File: config.mk
export PLATFORM = sky130hd
export DESIGN_NAME = dcef_fifo
export DESIGN_NICKNAME = d
export VERILOG_FILES = /design/src/rtl/dcef_pkg.sv /design/src/rtl/dcef_fifo.sv
export SDC_FILE = /design/constraint.sdc
export NUM_CORES = 2
export LEC_CHECK = 0
export ABC_AREA = 1
export BUFFER_PORTS_ARGS = -buffer_cell sky130_fd_sc_hd__buf_2
export CAP_MARGIN = 0
export CELL_PAD_IN_SITES_DETAIL_PLACEMENT = 1
export CELL_PAD_IN_SITES_GLOBAL_PLACEMENT = 2
export CORE_UTILIZATION = 49
export DETAILED_ROUTE_END_ITERATION = 10
export PLACE_DENSITY = 0.82
export SLEW_MARGIN = 20
export SYNTH_ARGS = -nofsm -noshare
export SYNTH_HDL_FRONTEND = slang
export SYNTH_MEMORY_MAX_BITS = 65536
export SYNTH_SLANG_ARGS = --single-unit
File: constraint.sdc
create_clock -name clk_sys_i -period 7.4 [get_ports clk_sys_i]
set_clock_uncertainty 0.05 [all_clocks]
set_input_delay 0.74 -clock clk_sys_i [delete_from_list [all_inputs] [get_ports clk_sys_i]]
set_output_delay 0.74 -clock clk_sys_i [all_outputs]
set_load 0.01 [all_outputs]
File: src/rtl/dcef_pkg.sv
// constants shared by the dual clock embedded fifo controller
package dcef_pkg;
  // register byte offsets
  localparam logic [7:0] CTRL_OFS = 8'h00;
  localparam logic [7:0] STATUS_OFS = 8'h04;
  localparam logic [7:0] LEVEL_OFS = 8'h08;
  localparam logic [7:0] FULL_THRESH_OFS = 8'h0C;
  localparam logic [7:0] EMPTY_THRESH_OFS = 8'h10;
  localparam logic [7:0] IRQ_STAT_OFS = 8'h14;
  localparam logic [7:0] IRQ_MASK_OFS = 8'h18;
  // control field positions
  localparam int CTRL_FLUSH_BIT = 0;
  // status field positions
  localparam int ST_EMPTY_BIT = 0;
  localparam int ST_FULL_BIT = 1;
  localparam int ST_NEAR_EMPTY_BIT = 2;
  localparam int ST_NEAR_FULL_BIT = 3;
  // level register halves
  localparam int LEVEL_RD_LSB = 0;
  localparam int LEVEL_WR_LSB = 16;
  // interrupt event bit positions
  localparam int IRQ_OVERFLOW_BIT = 0;
  localparam int IRQ_UNDERFLOW_BIT = 1;
  localparam int IRQ_NEAR_FULL_BIT = 2;
  localparam int IRQ_NEAR_EMPTY_BIT = 3;
  localparam int IRQ_W = 4;
  // reset values
  localparam logic [15:0] FULL_THRESH_RST = 16'h0070;
  localparam logic [15:0] EMPTY_THRESH_RST = 16'h0010;
  localparam logic [3:0] IRQ_MASK_RST = 4'h0;
  // memory block geometry
  localparam int BLOCK_BITS_NARROW = 4096;
  localparam int BLOCK_BITS_WIDE = 4608;
  localparam int WIDE_MIN_W = 9;
  // bus answers
  localparam logic [1:0] RESP_OKAY = 2'h0;
  localparam logic [1:0] RESP_SLVERR = 2'h2;
endpackage

File: src/rtl/dcef_fifo.sv
// dual clock embedded fifo controller with an axi4-lite register slave
`timescale 1ns/1ps
`default_nettype none
module dcef_fifo #(
  parameter int DATA_W = 36,
  parameter int NUM_BLOCKS = 1
) (
  input wire logic clk_sys_i,
  input wire logic rst_b_i,
  input wire logic wclk_i,
  input wire logic wen_i,
  input wire logic [DATA_W-1:0] write_word_in_i,
  input wire logic rclk_i,
  input wire logic ren_i,
  output logic [DATA_W-1:0] read_word_o,
  output logic full_o,
  output logic empty_o,
  output logic near_full_flag_o,
  output logic near_empty_flag_o,
  output logic irq_o,
  input wire logic [7:0] s_axi_awaddr,
  input wire logic s_axi_awvalid,
  output logic s_axi_awready,
  input wire logic [31:0] s_axi_wdata,
  input wire logic [3:0] s_axi_wstrb,
  input wire logic s_axi_wvalid,
  output logic s_axi_wready,
  output logic [1:0] s_axi_bresp,
  output logic s_axi_bvalid,
  input wire logic s_axi_bready,
  input wire logic [7:0] s_axi_araddr,
  input wire logic s_axi_arvalid,
  output logic s_axi_arready,
  output logic [31:0] s_axi_rdata,
  output logic [1:0] s_axi_rresp,
  output logic s_axi_rvalid,
  input wire logic s_axi_rready
);
  // entries per block follow the shape chosen
  function automatic int block_depth(input int w);
    block_depth = (w >= dcef_pkg::WIDE_MIN_W) ? dcef_pkg::BLOCK_BITS_WIDE / w
                                              : dcef_pkg::BLOCK_BITS_NARROW / w;
  endfunction
  // total depth scales with blocks combined
  localparam int DEPTH = NUM_BLOCKS * block_depth(DATA_W);
  localparam int AW = $clog2(DEPTH);
  localparam logic [AW:0] DEPTH_CNT = (AW + 1)'(DEPTH);
  function automatic logic [AW:0] bin2gray(input logic [AW:0] b);
    bin2gray = b ^ (b >> 1);
  endfunction
  function automatic logic [AW:0] gray2bin(input logic [AW:0] g);
    logic [AW:0] b;
    b = g;
    for (int i = AW - 1; i >= 0; i--) begin
      b[i] = b[i+1] ^ g[i];
    end
    gray2bin = b;
  endfunction
  // strobe lanes merged into a word
  function automatic logic [31:0] merge(input logic [31:0] old, input logic [31:0] nw,
                                        input logic [3:0] strb);
    logic [31:0] r;
    r = old;
    for (int i = 0; i < 4; i++) begin
      if (strb[i]) begin
        r[i*8 +: 8] = nw[i*8 +: 8];
      end
    end
    merge = r;
  endfunction
  // pin synchronisers, data delayed alongside its strobes
  logic [DATA_W+1:0] wpin_s1, wpin_s2;
  logic [1:0] rpin_s1, rpin_s2;
  logic wclk_d, rclk_d;
  always_ff @(posedge clk_sys_i or negedge rst_b_i) begin
    if (!rst_b_i) begin
      wpin_s1 <= '0;
      wpin_s2 <= '0;
      rpin_s1 <= '0;
      rpin_s2 <= '0;
      wclk_d <= 1'b0;
      rclk_d <= 1'b0;
    end else begin
      wpin_s1 <= {wclk_i, wen_i, write_word_in_i};
      wpin_s2 <= wpin_s1;
      rpin_s1 <= {rclk_i, ren_i};
      rpin_s2 <= rpin_s1;
      wclk_d <= wpin_s2[DATA_W+1];
      rclk_d <= rpin_s2[1];
    end
  end
  // each port acts only on its own clock edge
  logic wr_edge, rd_edge, wr_req, rd_req, wr_do, rd_do;
  assign wr_edge = wpin_s2[DATA_W+1] & ~wclk_d;
  assign rd_edge = rpin_s2[1] & ~rclk_d;
  assign wr_req = wr_edge & wpin_s2[DATA_W];
  assign rd_req = rd_edge & rpin_s2[0];
  assign wr_do = wr_req & ~full_o;
  assign rd_do = rd_req & ~empty_o;
  logic flush;
  logic [AW:0] wbin, rbin, wgray, rgray;
  logic [AW:0] rgray_s1, rgray_s2, wgray_s1, wgray_s2;
  logic [DATA_W-1:0] mem [DEPTH];
  // write pointer kept binary and gray, one gray bit per step
  // pointer moves only on an accepted write
  // reset and flush empty the fifo
  always_ff @(posedge clk_sys_i or negedge rst_b_i) begin
    if (!rst_b_i) begin
      wbin <= '0;
      wgray <= '0;
    end else if (flush) begin
      wbin <= '0;
      wgray <= '0;
    end else if (wr_do) begin
      wbin <= wbin + 1'b1;
      wgray <= bin2gray(wbin + 1'b1);
    end
  end
  always_ff @(posedge clk_sys_i or negedge rst_b_i) begin
    if (!rst_b_i) begin
      rbin <= '0;
      rgray <= '0;
    end else if (flush) begin
      rbin <= '0;
      rgray <= '0;
    end else if (rd_do) begin
      rbin <= rbin + 1'b1;
      rgray <= bin2gray(rbin + 1'b1);
    end
  end
  // gray pointers cross through two stages, flush clears them
  always_ff @(posedge clk_sys_i or negedge rst_b_i) begin
    if (!rst_b_i) begin
      rgray_s1 <= '0;
      rgray_s2 <= '0;
      wgray_s1 <= '0;
      wgray_s2 <= '0;
    end else begin
      rgray_s1 <= flush ? '0 : rgray;
      rgray_s2 <= flush ? '0 : rgray_s1;
      wgray_s1 <= flush ? '0 : wgray;
      wgray_s2 <= flush ? '0 : wgray_s1;
    end
  end
  // store the presented word on an accepted write
  always_ff @(posedge clk_sys_i) begin
    if (wr_do) begin
      mem[wbin[AW-1:0]] <= wpin_s2[DATA_W-1:0];
    end
  end
  // oldest word driven out on an accepted read
  always_ff @(posedge clk_sys_i or negedge rst_b_i) begin
    if (!rst_b_i) begin
      read_word_o <= '0;
    end else if (rd_do) begin
      read_word_o <= mem[rbin[AW-1:0]];
    end
  end
  // fill levels, each seen from its own side
  logic [AW:0] wr_level, rd_level, next_wbin, next_rbin;
  logic [15:0] full_thresh, empty_thresh;
  assign next_wbin = wr_do ? wbin + 1'b1 : wbin;
  assign next_rbin = rd_do ? rbin + 1'b1 : rbin;
  assign wr_level = next_wbin - gray2bin(rgray_s2);
  assign rd_level = gray2bin(wgray_s2) - next_rbin;

  // near-full from write side level, near-empty from read side
  // empty flags set and full flags clear at reset
  always_ff @(posedge clk_sys_i or negedge rst_b_i) begin
    if (!rst_b_i) begin
      full_o <= 1'b0;
      near_full_flag_o <= 1'b0;
      empty_o <= 1'b1;
      near_empty_flag_o <= 1'b1;
    end else if (flush) begin
      full_o <= 1'b0;
      near_full_flag_o <= 1'b0;
      empty_o <= 1'b1;
      near_empty_flag_o <= 1'b1;
    end else begin
      full_o <= (wr_level == DEPTH_CNT);
      near_full_flag_o <= (16'(wr_level) >= full_thresh);
      empty_o <= (rd_level == '0);
      near_empty_flag_o <= (16'(rd_level) <= empty_thresh);
    end
  end

  // interrupt events and their edges
  logic nf_d, ne_d;
  logic [dcef_pkg::IRQ_W-1:0] irq_stat, irq_mask, irq_evt;
  always_ff @(posedge clk_sys_i or negedge rst_b_i) begin
    if (!rst_b_i) begin
      nf_d <= 1'b0;
      ne_d <= 1'b1;
    end else begin
      nf_d <= near_full_flag_o;
      ne_d <= near_empty_flag_o;
    end
  end
  // refused accesses are reported as events only
  always_comb begin
    irq_evt = '0;
    irq_evt[dcef_pkg::IRQ_OVERFLOW_BIT] = wr_req & full_o;
    irq_evt[dcef_pkg::IRQ_UNDERFLOW_BIT] = rd_req & empty_o;
    irq_evt[dcef_pkg::IRQ_NEAR_FULL_BIT] = near_full_flag_o & ~nf_d;
    irq_evt[dcef_pkg::IRQ_NEAR_EMPTY_BIT] = near_empty_flag_o & ~ne_d;
  end
  assign irq_o = |(irq_stat & irq_mask);

  // axi4-lite write side
  logic aw_got, w_got, rd_irq_clr;
  logic [7:0] aw_addr;
  logic [31:0] w_data;
  logic [3:0] w_strb;
  logic do_wr;
  assign s_axi_awready = ~aw_got & ~s_axi_bvalid;
  assign s_axi_wready = ~w_got & ~s_axi_bvalid;
  assign s_axi_arready = ~s_axi_rvalid;
  assign do_wr = aw_got & w_got & ~s_axi_bvalid;
  always_ff @(posedge clk_sys_i or negedge rst_b_i) begin
    if (!rst_b_i) begin
      aw_got <= 1'b0;
      w_got <= 1'b0;
      aw_addr <= '0;
      w_data <= '0;
      w_strb <= '0;
      s_axi_bvalid <= 1'b0;
      s_axi_bresp <= dcef_pkg::RESP_OKAY;
    end else begin
      if (s_axi_awvalid & s_axi_awready) begin
        aw_got <= 1'b1;
        aw_addr <= s_axi_awaddr;
      end
      if (s_axi_wvalid & s_axi_wready) begin
        w_got <= 1'b1;
        w_data <= s_axi_wdata;
        w_strb <= s_axi_wstrb;
      end
      if (do_wr) begin
        aw_got <= 1'b0;
        w_got <= 1'b0;
        s_axi_bvalid <= 1'b1;
        case (aw_addr)
          dcef_pkg::CTRL_OFS, dcef_pkg::FULL_THRESH_OFS, dcef_pkg::EMPTY_THRESH_OFS,
          dcef_pkg::IRQ_MASK_OFS, dcef_pkg::STATUS_OFS, dcef_pkg::LEVEL_OFS,
          dcef_pkg::IRQ_STAT_OFS: s_axi_bresp <= dcef_pkg::RESP_OKAY;
          default: s_axi_bresp <= dcef_pkg::RESP_SLVERR;
        endcase
      end else if (s_axi_bvalid & s_axi_bready) begin
        s_axi_bvalid <= 1'b0;
      end
    end
  end
  // writable registers; flush is a one-cycle pulse
  always_ff @(posedge clk_sys_i or negedge rst_b_i) begin
    if (!rst_b_i) begin
      flush <= 1'b0;
      full_thresh <= dcef_pkg::FULL_THRESH_RST;
      empty_thresh <= dcef_pkg::EMPTY_THRESH_RST;
      irq_mask <= dcef_pkg::IRQ_MASK_RST;
    end else begin
      flush <= do_wr & (aw_addr == dcef_pkg::CTRL_OFS) & w_strb[0]
               & w_data[dcef_pkg::CTRL_FLUSH_BIT];
      if (do_wr & (aw_addr == dcef_pkg::FULL_THRESH_OFS)) begin
        full_thresh <= 16'(merge({16'h0000, full_thresh}, w_data, w_strb));
      end
      if (do_wr & (aw_addr == dcef_pkg::EMPTY_THRESH_OFS)) begin
        empty_thresh <= 16'(merge({16'h0000, empty_thresh}, w_data, w_strb));
      end
      if (do_wr & (aw_addr == dcef_pkg::IRQ_MASK_OFS) & w_strb[0]) begin
        irq_mask <= w_data[dcef_pkg::IRQ_W-1:0];
      end
    end
  end
  // sticky status, cleared by a read, a new event wins over the clear
  assign rd_irq_clr = s_axi_arvalid & s_axi_arready & (s_axi_araddr == dcef_pkg::IRQ_STAT_OFS);
  always_ff @(posedge clk_sys_i or negedge rst_b_i) begin
    if (!rst_b_i) begin
      irq_stat <= '0;
    end else begin
      irq_stat <= (rd_irq_clr ? '0 : irq_stat) | irq_evt;
    end
  end
  // axi4-lite read side, answer one cycle after the address
  always_ff @(posedge clk_sys_i or negedge rst_b_i) begin
    if (!rst_b_i) begin
      s_axi_rvalid <= 1'b0;
      s_axi_rdata <= '0;
      s_axi_rresp <= dcef_pkg::RESP_OKAY;
    end else if (s_axi_arvalid & s_axi_arready) begin
      s_axi_rvalid <= 1'b1;
      s_axi_rresp <= dcef_pkg::RESP_OKAY;
      s_axi_rdata <= '0;
      case (s_axi_araddr)
        dcef_pkg::CTRL_OFS: s_axi_rdata <= '0;
        dcef_pkg::STATUS_OFS: begin
          s_axi_rdata[dcef_pkg::ST_EMPTY_BIT] <= empty_o;
          s_axi_rdata[dcef_pkg::ST_FULL_BIT] <= full_o;
          s_axi_rdata[dcef_pkg::ST_NEAR_EMPTY_BIT] <= near_empty_flag_o;
          s_axi_rdata[dcef_pkg::ST_NEAR_FULL_BIT] <= near_full_flag_o;
        end
        dcef_pkg::LEVEL_OFS: begin
          s_axi_rdata[dcef_pkg::LEVEL_RD_LSB +: 16] <= 16'(rd_level);
          s_axi_rdata[dcef_pkg::LEVEL_WR_LSB +: 16] <= 16'(wr_level);
        end
        dcef_pkg::FULL_THRESH_OFS: s_axi_rdata <= {16'h0000, full_thresh};
        dcef_pkg::EMPTY_THRESH_OFS: s_axi_rdata <= {16'h0000, empty_thresh};
        dcef_pkg::IRQ_STAT_OFS: s_axi_rdata <= 32'(irq_stat);
        dcef_pkg::IRQ_MASK_OFS: s_axi_rdata <= 32'(irq_mask);
        default: s_axi_rresp <= dcef_pkg::RESP_SLVERR;
      endcase
    end else if (s_axi_rvalid & s_axi_rready) begin
      s_axi_rvalid <= 1'b0;
    end
  end
endmodule
`default_nettype wire

==> results.md <==
* CP Launch Type: flip-flop
* Slowest cell on crit path: dfrtp_4
* Num rows at 229
* Initial antenna violation count at 38
* Internal power at 0.05328 W
* Clock network fraction of total power at 28.9%
* Yosys warns at 0
* First-pass GRT wire length at 928600 um
* Unrepaired setup endpoints after global routing: false
* Crit path kind: flip-flop to flip-flop
* Sequential area share after synthesis at approximately three quarters
* Endpoint class of the critical path: flip-flop
* Grt ovf at 0
* Core area at 389700 um2
* Yosys reg bits at 4893
* CTS buffer count at between 500 and 600
* Slew Viols, Final at 93
* ANT nets after route at 0
* Endpoints failing hold at 0
* Clock Tree Buf Depth at 4
* Skew-Pair Late Insertion Delay at roughly 1.1 ns
* Vias in the first global route at approximately 140k
* CP cell instances: clkinv_16, buf_12, buf_12, o21ai_0, o22ai_1, o21ai_0, o22ai_1, nand2_1, nand3_1, nand3_1, nand2_1, nand2_1, nand2_1
* Switching power at 0.03512 W
* DRT Pass-1 Iters at 6
* Post-Syn Area at just under 200000 um2
* Status: complete, but fails checks
* Pleak at 71.27 nW
* # DRC at 0
* Die Y-Extent at 628.3 um
* Synth cell types at 54
* Commonest non-fill, non-tap cell in the layout: edfxtp_1
* Setup violations, final at 0
* Full die area at 394800 um2
* FILL cells at between 30k and 40k
* Cell count after synthesis at 14.70k
* Post-CTS Setup Bufs at 0
* Period utilization at 76.19%
* Root Driver: clkbuf_16
* HPWL after DPL at approximately 350000 um
* Dominant cell type by area after synthesis: edfxtp_1
* Total track usage at 32.25%
* Violated checks: slew limit
* Initial core utilization at 49.33%
* Area grow syn2layout at 12.50%
* Final WL at 650700 um
* Synth Area per Inst at 13.08 um2
* Buffers & Inverters on Critical Path at 3
* Proportion of layout cells with a drive suffix above 1 at just over 9%
* Required @ worst endpoint at about 8.3 ns
* Post-synth ARST share at 5.825%
* # IOs at 181
* Gate power share at 35.4%
* Via count at 130.5k
* Worst vdd ir at 406.4 uV
* Layout net count at about 15k
* Routed len/inst at 31.93 um
* Worst-path clk slew at 0.06 ns
* Top FF cell, synth: edfxtp_1
* Sw Ratio at 39.72%
* Max Cap Viol at 0
* Seq pwr share at 35.7%
* Max Fclk at 177.4 MHz
* Most frequent cells in the layout: edfxtp_1 (4608), nor2_1 (2479), o21ai_0 (2174)
* TritonCTS clock tree: yes
* Sum Neg Setup Slack at 0 ns
* Post-synth EDFFs at ~4.6k
* Synth top area share at between 70% and 80%
* Largest net degree at the start of global routing at 243
* Min cycle time layout at 5.638 ns
* Worst slew margin at -7.229%
* CTS Sinks at 4893
* Power per cell area at 408.8 nW/um2
* Crit-path most repeated cell: nand2_1
* H-tree Lvls at 6
* Synth area leaders: edfxtp_1 (72%), o21ai_0 (5.7%), nor2_1 (5.1%), o22ai_1 (3.9%), dfrtp_1 (3.6%)
* CP max FO at 242
* Critical path's top delay family: buffers and inverters
* DR iter-0 viols at 16.78k
* Vias per std cell at 6.405
* Worst-Margin Slew at roughly 1.6 ns
* Hold WC Path Type: primary input to flip-flop
* Critical path's largest stage delay at 0.88 ns
* PortBufs at 152
* Worst Path Arrival at ~6.5 ns
* Die width at 628.3 um
* Final Power at slightly below 0.09 W
* RePlAce Congestion at 0.8526
## worst min-delay path: stages
cell and delay, ns:
buf_2 0.10, nor4_1 0.07, nand2_1 0.11, o221ai_1 0.12, nand2_1 0.09, nand2_1 0.05
## per-layer routing
| layer | share of wire, % | up-vias | track usage [%] |
|---|---|---|---|
| met3 | 9.5 | 1481 | 5.679 |
| met4 | 4.9 | 14 | 14.28 |
| met2 | 47 | 6628 | 51.95 |
| met5 | 0.013 | - | 0 |
| li1 | - | 54420 | - |
| met1 | 39 | 68000 | 43.22 |
## per-stage QoR
stage	instances	utilization [%]	hold slack (ns)	instance area, um2	setup WS [ns]
after floorplan	14710	-	0.2812	192300	3.727
after global placement	19340	51.04	0.2820	198900	2.299
after detailed placement	19350	51.07	0.2858	199000	2.120
after CTS	20370	55.47	0.1730	216200	2.012
after global routing	20370	55.49	0.2527	216200	1.910
final	20380	55.50	0.2315	216300	1.762
## Yosys cell counts, types with 7 or more instances
cell type,number
a21oi_1,171
buf_1,73
buf_2,270
buf_4,76
buf_6,17
clkbuf_1,586
clkinv_1,10
dfrtp_1,278
dfstp_2,7
edfxtp_1,4608
ha_1,32
inv_1,169
mux2i_1,128
nand2_1,1236
nand3_1,447
nor2_1,2608
nor3_1,17
nor4_1,8
o211ai_1,157
o21ai_0,2174
o21ai_1,311
o22ai_1,1196
or2_1,15
or2_2,15
xnor2_1,11
xor2_1,22
## cell families after synthesis
logic type | share of synthesized area [%]
AND/OR/NAND/NOR | 8.879
multiplexers | 0.7016
XOR/XNOR | 0.2128
other | 0.001951
flip-flops | 75.70
adder cells (fa/ha/maj) | 0.2291
AO/OA/AOI/OAI | 11.51
buffers and inverters | 2.768
## power by group through the flow
stage / clock network (W) / registers, W / logic [W]
floorplan: 0 / 0.0318 / 0.0183
global placement: 0 / 0.0321 / 0.0291
detailed placement: 0 / 0.0321 / 0.0303
CTS: 0.0257 / 0.0316 / 0.0306
global route: 0.0266 / 0.0316 / 0.0332
finish: 0.0255 / 0.0316 / 0.0313
## timing repair
item,in CTS,in global routing
gates resized for setup,0,0
endpoints found under the hold margin,156,0
hold buffers,71,0
## area by class of cell
class	instances	area (um2)	share of cell area, %
multi-input cells	8606	42430	19.62
flip-flops and latches	4893	145700	67.36
well taps	5197	6502	3.007
diodes	12	30.03	0.01389
repair buffers	542	4427	2.047
clock inverters	265	2148	0.9934
clock buffers	684	14300	6.612
inverters	182	747.0	0.3454
## flip-flops by register name, indices dropped and copies added, names as in the netlist, 4 cells and up
signal / count
rgray_s1: 8
mem: 4608
wpin_s2: 38
wgray_s1: 8
wgray: 8
wpin_s1: 38
aw_addr: 8
rgray_s2: 8
w_data: 16
rgray: 8
wgray_s2: 8
wbin: 8
empty_thresh: 16
read_word_o: 36
s_axi_rdata: 24
irq_mask: 4
irq_stat: 4
full_thresh: 16
rbin: 8
## worst paths after layout
kind                                       start                     endpoint  slack [ns]  cells past startpoint
min in group asynchronous                rst_b_i        wpin_s2[14]$_DFF_PN0_        0.27                      2
hold reg to reg            wpin_s1[11]$_DFF_PN0_        wpin_s2[11]$_DFF_PN0_        0.30                      0
hold / removal                   s_axi_araddr[6]   s_axi_rdata[3]$_DFFE_PN0P_        0.23                      6
setup reg to reg               rbin[0]$_DFF_PN0_  read_word_o[28]$_DFFE_PN0P_        1.76                     13
max in group asynchronous                rst_b_i         wpin_s2[3]$_DFF_PN0_        5.35                      3
setup / recovery               rbin[0]$_DFF_PN0_  read_word_o[28]$_DFFE_PN0P_        1.76                     13
(Power assumes the default switching activity.)
